<file path="config.mk">
export PLATFORM = sky130hd
export DESIGN_NAME = core_address_segment_router
export DESIGN_NICKNAME = d
export VERILOG_FILES = /design/src/design/segment_router_pkg.sv /design/src/design/core_address_segment_router.sv /design/src/design/load_format.sv
export VERILOG_INCLUDE_DIRS = /design/src /design/src/design
export SDC_FILE = /design/constraint.sdc
export NUM_CORES = 1
export LEC_CHECK = 0
export BUFFER_PORTS_ARGS = -buffer_cell sky130_fd_sc_hd__buf_2
export CAP_MARGIN = 20
export CORE_ASPECT_RATIO = 0.75
export CORE_MARGIN = 10
export CORE_UTILIZATION = 30
export CTS_BUF_LIST = sky130_fd_sc_hd__clkbuf_4
export CTS_CLUSTER_SIZE = 28
export DETAILED_ROUTE_END_ITERATION = 7
export SLEW_MARGIN = 40
export SYNTH_ARGS = -nofsm -noshare
export SYNTH_HDL_FRONTEND = slang
export SYNTH_HIERARCHICAL = 1
export SYNTH_SLANG_ARGS = --single-unit
</file>
<file path="constraint.sdc">
create_clock -name clk -period 5.8 [get_ports clk]
set_clock_uncertainty 0.2 [all_clocks]
set_input_delay 0.58 -clock clk [delete_from_list [all_inputs] [get_ports clk]]
set_output_delay 0.58 -clock clk [all_outputs]
set_load 0.005 [all_outputs]
</file>
<file path="src/design/segment_router_params.svh">
`ifndef SEGMENT_ROUTER_PARAMS_SVH
`define SEGMENT_ROUTER_PARAMS_SVH

// ==========================================================
// Segment field of a 32-bit address
`define SEG_HI 31
`define SEG_LO 28
`define SEG_W 4

// ==========================================================
// Segment numbers
`define SEG_STATIC_DATA 4'h0
`define SEG_DYNAMIC_DATA 4'h1
`define SEG_CODE 4'h2
`define SEG_NO_SPEC_LO 4'he
`define SEG_PERIPH 4'hf

// ==========================================================
// Core register window: top 16 KB of the code segment
`define CORE_REGS_LO 14
`define CORE_REGS_HI 27
`define CORE_REGS_TAG 14'h3fff

// ==========================================================
// Absolute address layout (18-bit constant)
`define ABS_SEG_HI 17
`define ABS_SEG_LO 14
`define ABS_OFS_HI 13
`define ABS_GAP 14'h0000

// ==========================================================
// Reset values, boolean words and fraction fill
`define RST_WORD 32'h0000_0000
`define BOOL_TRUE 32'h0000_0001
`define BOOL_FALSE 32'h0000_0000
`define HALF_ZERO 16'h0000

`endif

</file>
<file path="src/design/segment_router_pkg.sv">
package segment_router_pkg;

   typedef enum logic [1:0] {
      SZ_BYTE = 2'b00,
      SZ_HALF = 2'b01,
      SZ_WORD = 2'b10
   } size_t;

   typedef enum logic [1:0] {
      ROUTE_LOCAL = 2'b00,
      ROUTE_BUS = 2'b01,
      ROUTE_TRAP = 2'b10,
      ROUTE_DEFER = 2'b11
   } route_t;

   typedef enum logic [2:0] {
      TRAP_NONE = 3'b000,
      TRAP_SEG_CROSS = 3'b001,
      TRAP_ALIGN = 3'b010,
      TRAP_CORE_REGS_DATA = 3'b011,
      TRAP_FETCH_SEG = 3'b100,
      TRAP_CORE_REGS_FETCH = 3'b101
   } trap_t;

   typedef enum logic [2:0] {
      TGT_NONE = 3'b000,
      TGT_DATA_MEM = 3'b001,
      TGT_CODE_MEM = 3'b010,
      TGT_CORE_REGS = 3'b011,
      TGT_PERIPH = 3'b100,
      TGT_SYSTEM = 3'b101
   } target_t;

   typedef struct packed {
      logic [31:0] base;
      logic [31:0] disp;
      logic absolute;
      logic [17:0] abs_addr;
      logic write;
      size_t size;
      logic addr_reg;
      logic sign_ext;
      logic frac;
      logic spec;
   } ls_req_t;

   typedef struct packed {
      route_t route;
      trap_t trap;
      target_t target;
      logic [31:0] addr;
   } decision_t;

endpackage

</file>
<file path="src/design/core_address_segment_router.sv">
`timescale 1ns/1ps
`default_nettype none

`include "segment_router_params.svh"

// What this block does
// - 32-bit address, top nibble picks segment
// - Absolute addressing reaches each segment's first 16KB
// - Top 16KB of segment two: core registers
// - No speculative access to segments 14, 15
// - Segment fifteen holds peripheral registers
// - Segments three to fifteen go to bus
// - Base plus displacement crossing segment traps
// - Data access to segments 0,1 stays local
// - Data access to segments 2-15 uses bus
// - Data access to core registers traps
// - Fetch local from 2, bus from 0,1
// - Fetch from segments 14, 15 traps
// - Fetch from core registers traps
// - Bus masters reach the whole space
// - Least significant byte at lowest address
// - Short loads sign or zero extended
// - Word alignment for address registers, else halfword
// - Fraction in upper half, lower half zero
// - True is one; non-zero tests true
// - Bus interface swaps bytes for big-endian
module core_address_segment_router
   import segment_router_pkg::*;
(
   input wire logic clk, // Core clock
   input wire logic reset, // Synchronous reset
   input wire logic ce, // Clock enable
   input wire logic ls_valid, // Load/store request
   input wire ls_req_t ls_req, // Load/store attributes
   input wire logic [31:0] ls_wdata, // Store data, right-justified
   input wire logic if_valid, // Fetch request
   input wire logic [31:0] if_addr, // Fetch address
   input wire logic sb_valid, // System bus master access
   input wire logic [31:0] sb_addr, // System bus address
   input wire logic ld_ret_valid, // Load data returned
   input wire logic [31:0] ld_ret_data, // Returned data, right-justified
   input wire logic bus_big_endian, // External partner is big-endian
   input wire logic [31:0] bool_in, // Value tested as boolean
   output decision_t ls_dec, // Load/store decision
   output logic ls_dec_valid, // Load/store decision strobe
   output logic [31:0] st_data_out, // Store data after byte order
   output decision_t if_dec, // Fetch decision
   output logic if_dec_valid, // Fetch decision strobe
   output target_t sb_target, // Resource hit by bus master
   output logic sb_target_valid, // Bus master decode strobe
   output logic [31:0] ld_result, // Load word for the register
   output logic ld_result_valid, // Load result strobe
   output logic trap_valid, // Trap to exception logic
   output trap_t trap_cause, // Reason of that trap
   output logic [31:0] bool_word // Boolean result, one or zero
);

   // ==========================================================
   // Load/store decode
   logic [31:0] ls_ea;
   logic [`SEG_W-1:0] ls_seg;
   logic ls_cross;
   logic ls_misalign;
   logic ls_core_regs;
   decision_t ls_next;

   // Segment bits moved to the top, gap zero filled
   assign ls_ea = ls_req.absolute ?
      {ls_req.abs_addr[`ABS_SEG_HI:`ABS_SEG_LO], `ABS_GAP,
       ls_req.abs_addr[`ABS_OFS_HI:0]} : ls_req.base + ls_req.disp;
   assign ls_seg = ls_ea[`SEG_HI:`SEG_LO];
   assign ls_cross = !ls_req.absolute &&
      (ls_req.base[`SEG_HI:`SEG_LO] != ls_seg);
   assign ls_misalign = ls_req.addr_reg ? (ls_ea[1:0] != 2'h0) :
      (ls_req.size != SZ_BYTE && ls_ea[0]);
   assign ls_core_regs = (ls_seg == `SEG_CODE) &&
      (ls_ea[`CORE_REGS_HI:`CORE_REGS_LO] == `CORE_REGS_TAG);

   always_comb
   begin
      ls_next.addr = ls_ea;
      // Default: out on the system bus
      ls_next.route = ROUTE_BUS;
      ls_next.trap = TRAP_NONE;
      ls_next.target = TGT_SYSTEM;
      if (ls_cross)
      begin
         ls_next.route = ROUTE_TRAP;
         ls_next.trap = TRAP_SEG_CROSS;
         ls_next.target = TGT_NONE;
      end
      else if (ls_misalign)
      begin
         ls_next.route = ROUTE_TRAP;
         ls_next.trap = TRAP_ALIGN;
         ls_next.target = TGT_NONE;
      end
      // Data access to core registers refused
      else if (ls_core_regs)
      begin
         ls_next.route = ROUTE_TRAP;
         ls_next.trap = TRAP_CORE_REGS_DATA;
         ls_next.target = TGT_NONE;
      end
      // Local data memory, no bus cycle
      else if (ls_seg <= `SEG_DYNAMIC_DATA)
      begin
         ls_next.route = ROUTE_LOCAL;
         ls_next.target = TGT_DATA_MEM;
      end
      else if (ls_req.spec && ls_seg >= `SEG_NO_SPEC_LO)
      begin
         ls_next.route = ROUTE_DEFER;
         ls_next.target = TGT_NONE;
      end
      // Code constants reached over the bus
      else if (ls_seg == `SEG_CODE)
         ls_next.target = TGT_CODE_MEM;
      else if (ls_seg == `SEG_PERIPH)
         ls_next.target = TGT_PERIPH;
   end

   // ==========================================================
   // Fetch decode
   logic [`SEG_W-1:0] if_seg;
   decision_t if_next;

   assign if_seg = if_addr[`SEG_HI:`SEG_LO];

   always_comb
   begin
      if_next.addr = if_addr;
      if_next.route = ROUTE_BUS;
      if_next.trap = TRAP_NONE;
      if_next.target = TGT_SYSTEM;
      if (if_seg == `SEG_CODE &&
          if_addr[`CORE_REGS_HI:`CORE_REGS_LO] == `CORE_REGS_TAG)
      begin
         if_next.route = ROUTE_TRAP;
         if_next.trap = TRAP_CORE_REGS_FETCH;
         if_next.target = TGT_NONE;
      end
      // No fetch from top two segments
      else if (if_seg >= `SEG_NO_SPEC_LO)
      begin
         if_next.route = ROUTE_TRAP;
         if_next.trap = TRAP_FETCH_SEG;
         if_next.target = TGT_NONE;
      end
      // Local code, data memory via bus
      else if (if_seg == `SEG_CODE)
      begin
         if_next.route = ROUTE_LOCAL;
         if_next.target = TGT_CODE_MEM;
      end
      else if (if_seg <= `SEG_DYNAMIC_DATA)
         if_next.target = TGT_DATA_MEM;
   end

   // ==========================================================
   // System bus master decode
   target_t sb_next;

   // Whole space visible to bus masters
   always_comb
   begin
      case (sb_addr[`SEG_HI:`SEG_LO])
         `SEG_STATIC_DATA, `SEG_DYNAMIC_DATA: sb_next = TGT_DATA_MEM;
         `SEG_CODE:
         begin
            if (sb_addr[`CORE_REGS_HI:`CORE_REGS_LO] == `CORE_REGS_TAG)
               sb_next = TGT_CORE_REGS;
            else
               sb_next = TGT_CODE_MEM;
         end
         `SEG_PERIPH: sb_next = TGT_PERIPH;
         default: sb_next = TGT_SYSTEM;
      endcase
   end

   // ==========================================================
   // Decision registers
   // One registered decision per access
   always_ff @(posedge clk)
   begin
      if (reset)
      begin
         ls_dec <= '{route: ROUTE_LOCAL, trap: TRAP_NONE, target: TGT_NONE,
                     addr: `RST_WORD};
         ls_dec_valid <= 1'b0;
      end
      else if (ce)
      begin
         ls_dec_valid <= ls_valid;
         if (ls_valid)
            ls_dec <= ls_next;
      end
   end

   always_ff @(posedge clk)
   begin
      if (reset)
      begin
         if_dec <= '{route: ROUTE_LOCAL, trap: TRAP_NONE, target: TGT_NONE,
                     addr: `RST_WORD};
         if_dec_valid <= 1'b0;
      end
      else if (ce)
      begin
         if_dec_valid <= if_valid;
         if (if_valid)
            if_dec <= if_next;
      end
   end

   always_ff @(posedge clk)
   begin
      if (reset)
      begin
         sb_target <= TGT_NONE;
         sb_target_valid <= 1'b0;
      end
      else if (ce)
      begin
         sb_target_valid <= sb_valid;
         if (sb_valid)
            sb_target <= sb_next;
      end
   end

   // Trap cause to exception logic, load/store first
   always_ff @(posedge clk)
   begin
      if (reset)
      begin
         trap_valid <= 1'b0;
         trap_cause <= TRAP_NONE;
      end
      else if (ce)
      begin
         trap_valid <= (ls_valid && ls_next.route == ROUTE_TRAP) ||
            (if_valid && if_next.route == ROUTE_TRAP);
         if (ls_valid && ls_next.route == ROUTE_TRAP)
            trap_cause <= ls_next.trap;
         else if (if_valid && if_next.route == ROUTE_TRAP)
            trap_cause <= if_next.trap;
         else
            trap_cause <= TRAP_NONE;
      end
   end

   // ==========================================================
   // Data shaping
   logic pend_bus;
   size_t pend_size;
   logic pend_sign;
   logic pend_frac;
   logic [31:0] ld_shaped;
   logic [31:0] st_shaped;

   always_ff @(posedge clk)
   begin
      if (reset)
      begin
         pend_bus <= 1'b0;
         pend_size <= SZ_WORD;
         pend_sign <= 1'b0;
         pend_frac <= 1'b0;
      end
      else if (ce && ls_valid && !ls_req.write && ls_next.route != ROUTE_TRAP)
      begin
         pend_bus <= (ls_next.route != ROUTE_LOCAL);
         pend_size <= ls_req.size;
         pend_sign <= ls_req.sign_ext;
         pend_frac <= ls_req.frac;
      end
   end

   // Little-endian unless the bus partner is big-endian
   load_format u_load_format (
      .raw(ld_ret_data),
      .size(pend_size),
      .sign_ext(pend_sign),
      .frac(pend_frac),
      .swap(pend_bus && bus_big_endian),
      .word(ld_shaped)
   );

   load_format u_store_format (
      .raw(ls_wdata),
      .size(ls_req.size),
      .sign_ext(1'b0),
      .frac(1'b0),
      .swap(ls_next.route == ROUTE_BUS && bus_big_endian),
      .word(st_shaped)
   );

   always_ff @(posedge clk)
   begin
      if (reset)
      begin
         ld_result <= `RST_WORD;
         ld_result_valid <= 1'b0;
         st_data_out <= `RST_WORD;
      end
      else if (ce)
      begin
         ld_result_valid <= ld_ret_valid;
         if (ld_ret_valid)
            ld_result <= ld_shaped;
         if (ls_valid && ls_req.write)
            st_data_out <= st_shaped;
      end
   end

   always_ff @(posedge clk)
   begin
      if (reset)
         bool_word <= `BOOL_FALSE;
      else if (ce)
         bool_word <= (bool_in != `RST_WORD) ? `BOOL_TRUE : `BOOL_FALSE;
   end
endmodule

`default_nettype wire

</file>
<file path="src/design/load_format.sv">
`timescale 1ns/1ps
`default_nettype none

// ==========================================================
// Byte order and width shaping of one data word
module load_format
   import segment_router_pkg::*;
(
   input wire logic [31:0] raw, // Right-justified data
   input wire size_t size, // Access width
   input wire logic sign_ext, // Sign rather than zero fill
   input wire logic frac, // Halfword is a signed fraction
   input wire logic swap, // Partner is big-endian
   output logic [31:0] word // Shaped register word
);

   logic [31:0] ordered;

   for (genvar i = 0; i < 4; i++)
   begin : g_lane
      if (i < 2)
      begin : g_low
         assign ordered[8*i +: 8] = !swap ? raw[8*i +: 8] :
            (size == SZ_WORD) ? raw[8*(3-i) +: 8] :
            (size == SZ_HALF) ? raw[8*(1-i) +: 8] : raw[8*i +: 8];
      end
      else
      begin : g_high
         assign ordered[8*i +: 8] = (swap && size == SZ_WORD) ?
            raw[8*(3-i) +: 8] : raw[8*i +: 8];
      end
   end

   always_comb
   begin
      case (size)
         SZ_BYTE: word = {{24{sign_ext & ordered[7]}}, ordered[7:0]};
         SZ_HALF:
         begin
            if (frac)
               word = {ordered[15:0], `HALF_ZERO};
            else
               word = {{16{sign_ext & ordered[15]}}, ordered[15:0]};
         end
         default: word = ordered;
      endcase
   end

endmodule

`default_nettype wire

</file>
==> out/summary.txt <==
Root Driver: clkbuf_4
sum of buffers and inverters on the critical path: 3
Hold Fails Final Rpt: 0
f_max: 206.8 MHz
Num CTS Buffers: 17
max-cap violation count: 0
Hold Path Depth: 3
post-synthesis sequential area ratio: 28.29%
crit path max fanout: 20
Vias/cell: 5.167
synthesis-stage register bit count: 157
Die H: 186.6 um
CP endpoint: st_data_out[8]
fin crit period: 4835 ps
CTS Sinks: 157
fin crit share: 83.36%
Clk pin slew, worst setup/hold paths: 170 ps
die width: 242.2 um
via count: 12260
First DRT Iteration DRCs: 1030
vias in the first global route: 12140
Total Wirelength: 46280 um
Pleak: 6.166 nW
final core occ: 38.59%
slowest cell on the critical path: fa_1
initial antenna violation count: 7
max incr delay on CP: 390 ps
crit-path cells: buf_2 -> ha_1 -> inv_1 -> fa_1 -> nand2b_1 -> a21o_1 -> a21o_1 -> a21oi_1 -> o21ai_0 -> a21boi_0 -> nor4b_1 -> and4_1 -> a211o_1 -> nor2_1 -> and3_1 -> buf_4 -> nor2b_1 -> a21oi_1 -> o21ai_0 -> nand2_1 -> a21oi_1
TritonCTS clock tree: built
RSZ-0062 raised after global routing: false
critical path depth: 21
die area: 45200 um2
Setup crit start kind: primary input
fillers: 3877
arrival time worst endpoint: 5180 ps
# port buffers: 397
synth-to-layout area growth: 25.71%
antenna-violating nets left: 0
H-tree level count: 4
worst slew pin tran: 1063 ps
GRT Residual Overflow: 0
Crit path max-delay family: compound AO/OA/AOI/OAI gates
layout cells sized above 1: 29.68%
Syn Area/Cell: 7.490 um2
largest net degree at the start of global routing: 63
reg-to-reg critical path startpoint: pend_bus
DRC violations left: 0
Worst R2R Path Depth: 8
core outline area: 36180 um2
post-DR wirelength/cell: 19.51 um
deepest clock path buffer count: 2
Initial Util: 30.70%
Worst slew margin: 28.95%
area of the multi-input gates: 7241 um2
Post-Syn Area: 11110 um2
Max IR drop VDD: 0.0001086 V
row cnt: 60
Worst R2R End: ld_result[30]
PD cells: 196.0 nW/um2
Post-CTS Resized: 0
final setup vio count: 0
final hold slack: 121.4 ps
Critical Path Start: ls_req[58]
Post-synth EDFFs: 0
GRT Total Usage: 19.46%
Seq. cell area: 3144 um2
first-pass GRT wire length: 70460 um
first-pass iteration count of the detailed router: 5
worst skew pair latency: 590 ps
Top Ports: 445
library cells used by synthesis: 87
Most Frequent Cell on Critical Path: a21oi_1
WP data required: 6150 ps
Gate Count Post-Synth: 1483
status: complete, no violations
ys flop type: dfxtp_1
Slew Viols, Final: 0
reg2reg setup slack: 3000 ps
Synth Warn #: 6
GPL Wtd Cong: 0.9501
HP Class: in2reg
critical path class: in2reg
hpwl dp: 35950 um
fin nets: 2147
CP Capture Type: flip-flop
Post-Route Setup TNS: 0 ps
ys async rst share: 0%
## flip-flops by register name, summed over array words and instances (netlist names)
name / count
ls_dec: 39
if_dec: 37
ld_result: 32
st_data_out: 32
sb_target: 3
trap_cause: 3
pend_size: 2
bool_word: 1
if_dec_valid: 1
ld_result_valid: 1
ls_dec_valid: 1
pend_bus: 1
pend_frac: 1
pend_sign: 1
sb_target_valid: 1
trap_valid: 1
## through the flow
stage / total power, mW / area (um2) / worst slack, ps / cells
floorplan: 1.683 / 11250 / 1142 / 1520
global placement: 1.959 / 13190 / 382.7 / 2291
detailed placement: 1.966 / 13200 / 366.6 / 2291
CTS: 2.767 / 13950 / 1094 / 2366
global route: 2.911 / 13960 / 612.2 / 2371
finish: 2.737 / 13960 / 965.2 / 2372
## metal layers
layer  share of wire (%)  global-route usage (%)  up-vias
met1                  43                   24.25     5687
met3                 8.0                   5.716       56
li1                    -                       -     6009
met4                 2.4                   6.758        2
met5               0.028                       0        -
met2                  46                   31.42      502
## synthesized netlist by cell type (20+ instances only)
master / instances / area (um2)
mux2i_1: 20 / 200.2
buf_4: 45 / 337.8
clkbuf_1: 60 / 225.2
o211ai_2: 20 / 250.2
ha_1: 31 / 387.9
nor2_1: 81 / 304.0
dfxtp_1: 157 / 3143
nor3_1: 27 / 135.1
mux2_2: 40 / 450.4
nor2b_1: 21 / 131.4
a21oi_1: 204 / 1021
o21ai_0: 68 / 340.3
nand2_1: 323 / 1212
buf_2: 21 / 105.1
## power by group
| part | switching [mW] | internal [mW] | leakage (nW) |
|---|---|---|---|
| clock network | 0.511 | 0.245 | 0.163 |
| registers | 0.0290 | 1.13 | 1.28 |
| logic | 0.484 | 0.340 | 4.72 |
| total | 1.02 | 1.71 | 6.17 |
## worst min-delay path by stage
| stage | slack (ps) | startpoint | to |
|---|---|---|---|
| finish | 120 | ls_req[8] | ls_dec[1] |
| global placement | 240 | if_dec[5] | if_dec[5] |
| detailed placement | 240 | ld_result[30] | ld_result[30] |
| global route | 40 | ls_req[20] | ls_dec[13] |
| floorplan | 250 | ls_dec[20] | ls_dec[20] |
| CTS | 20 | sb_addr[31] | sb_target[2] |
## layout make-up
type	count	area share, %
repair buffers	461	18.46
clock buffers	17	0.9139
flip-flops and latches	157	22.52
diodes	6	0.1075
inverters	13	0.3494
clock inverters	15	1.362
multi-input cells	1207	51.85
well taps	496	4.444
## kinds of logic after synthesis
family	Yosys count	synth area share, %
simple gates	584	24.41
compound gates	470	27.81
flops	157	28.29
buf+inv	156	7.907
mux	60	5.857
fa+ha+maj	32	3.672
xor+xnor	23	2.016
other cells	1	0.03376
## worst min-delay path: stages
cell and delay, ps:
buf_2 90, a211oi_1 70, nor3_1 120
## cell usage in the layout, fill, tap and decap left out, types with 22 or more instances in the layout
master           n
a21oi_1        204
buf_2          396
buf_4           22
conb_1          38
dfxtp_1        156
dlygate4sd3_1   43
ha_1            31
mux2_2          40
nand2_1        320
nor2_1          81
nor3_1          27
o21ai_0         68
## repair_timing
action / 4_1_cts / 5_1_grt
hold buffers: 43 / 0
buffers inserted: 0 / 0
hold endpoints to repair: 43 / 0
endpoints found under the setup margin: 0 / 0
No activity file was read; power rests on OpenSTA's default activity.
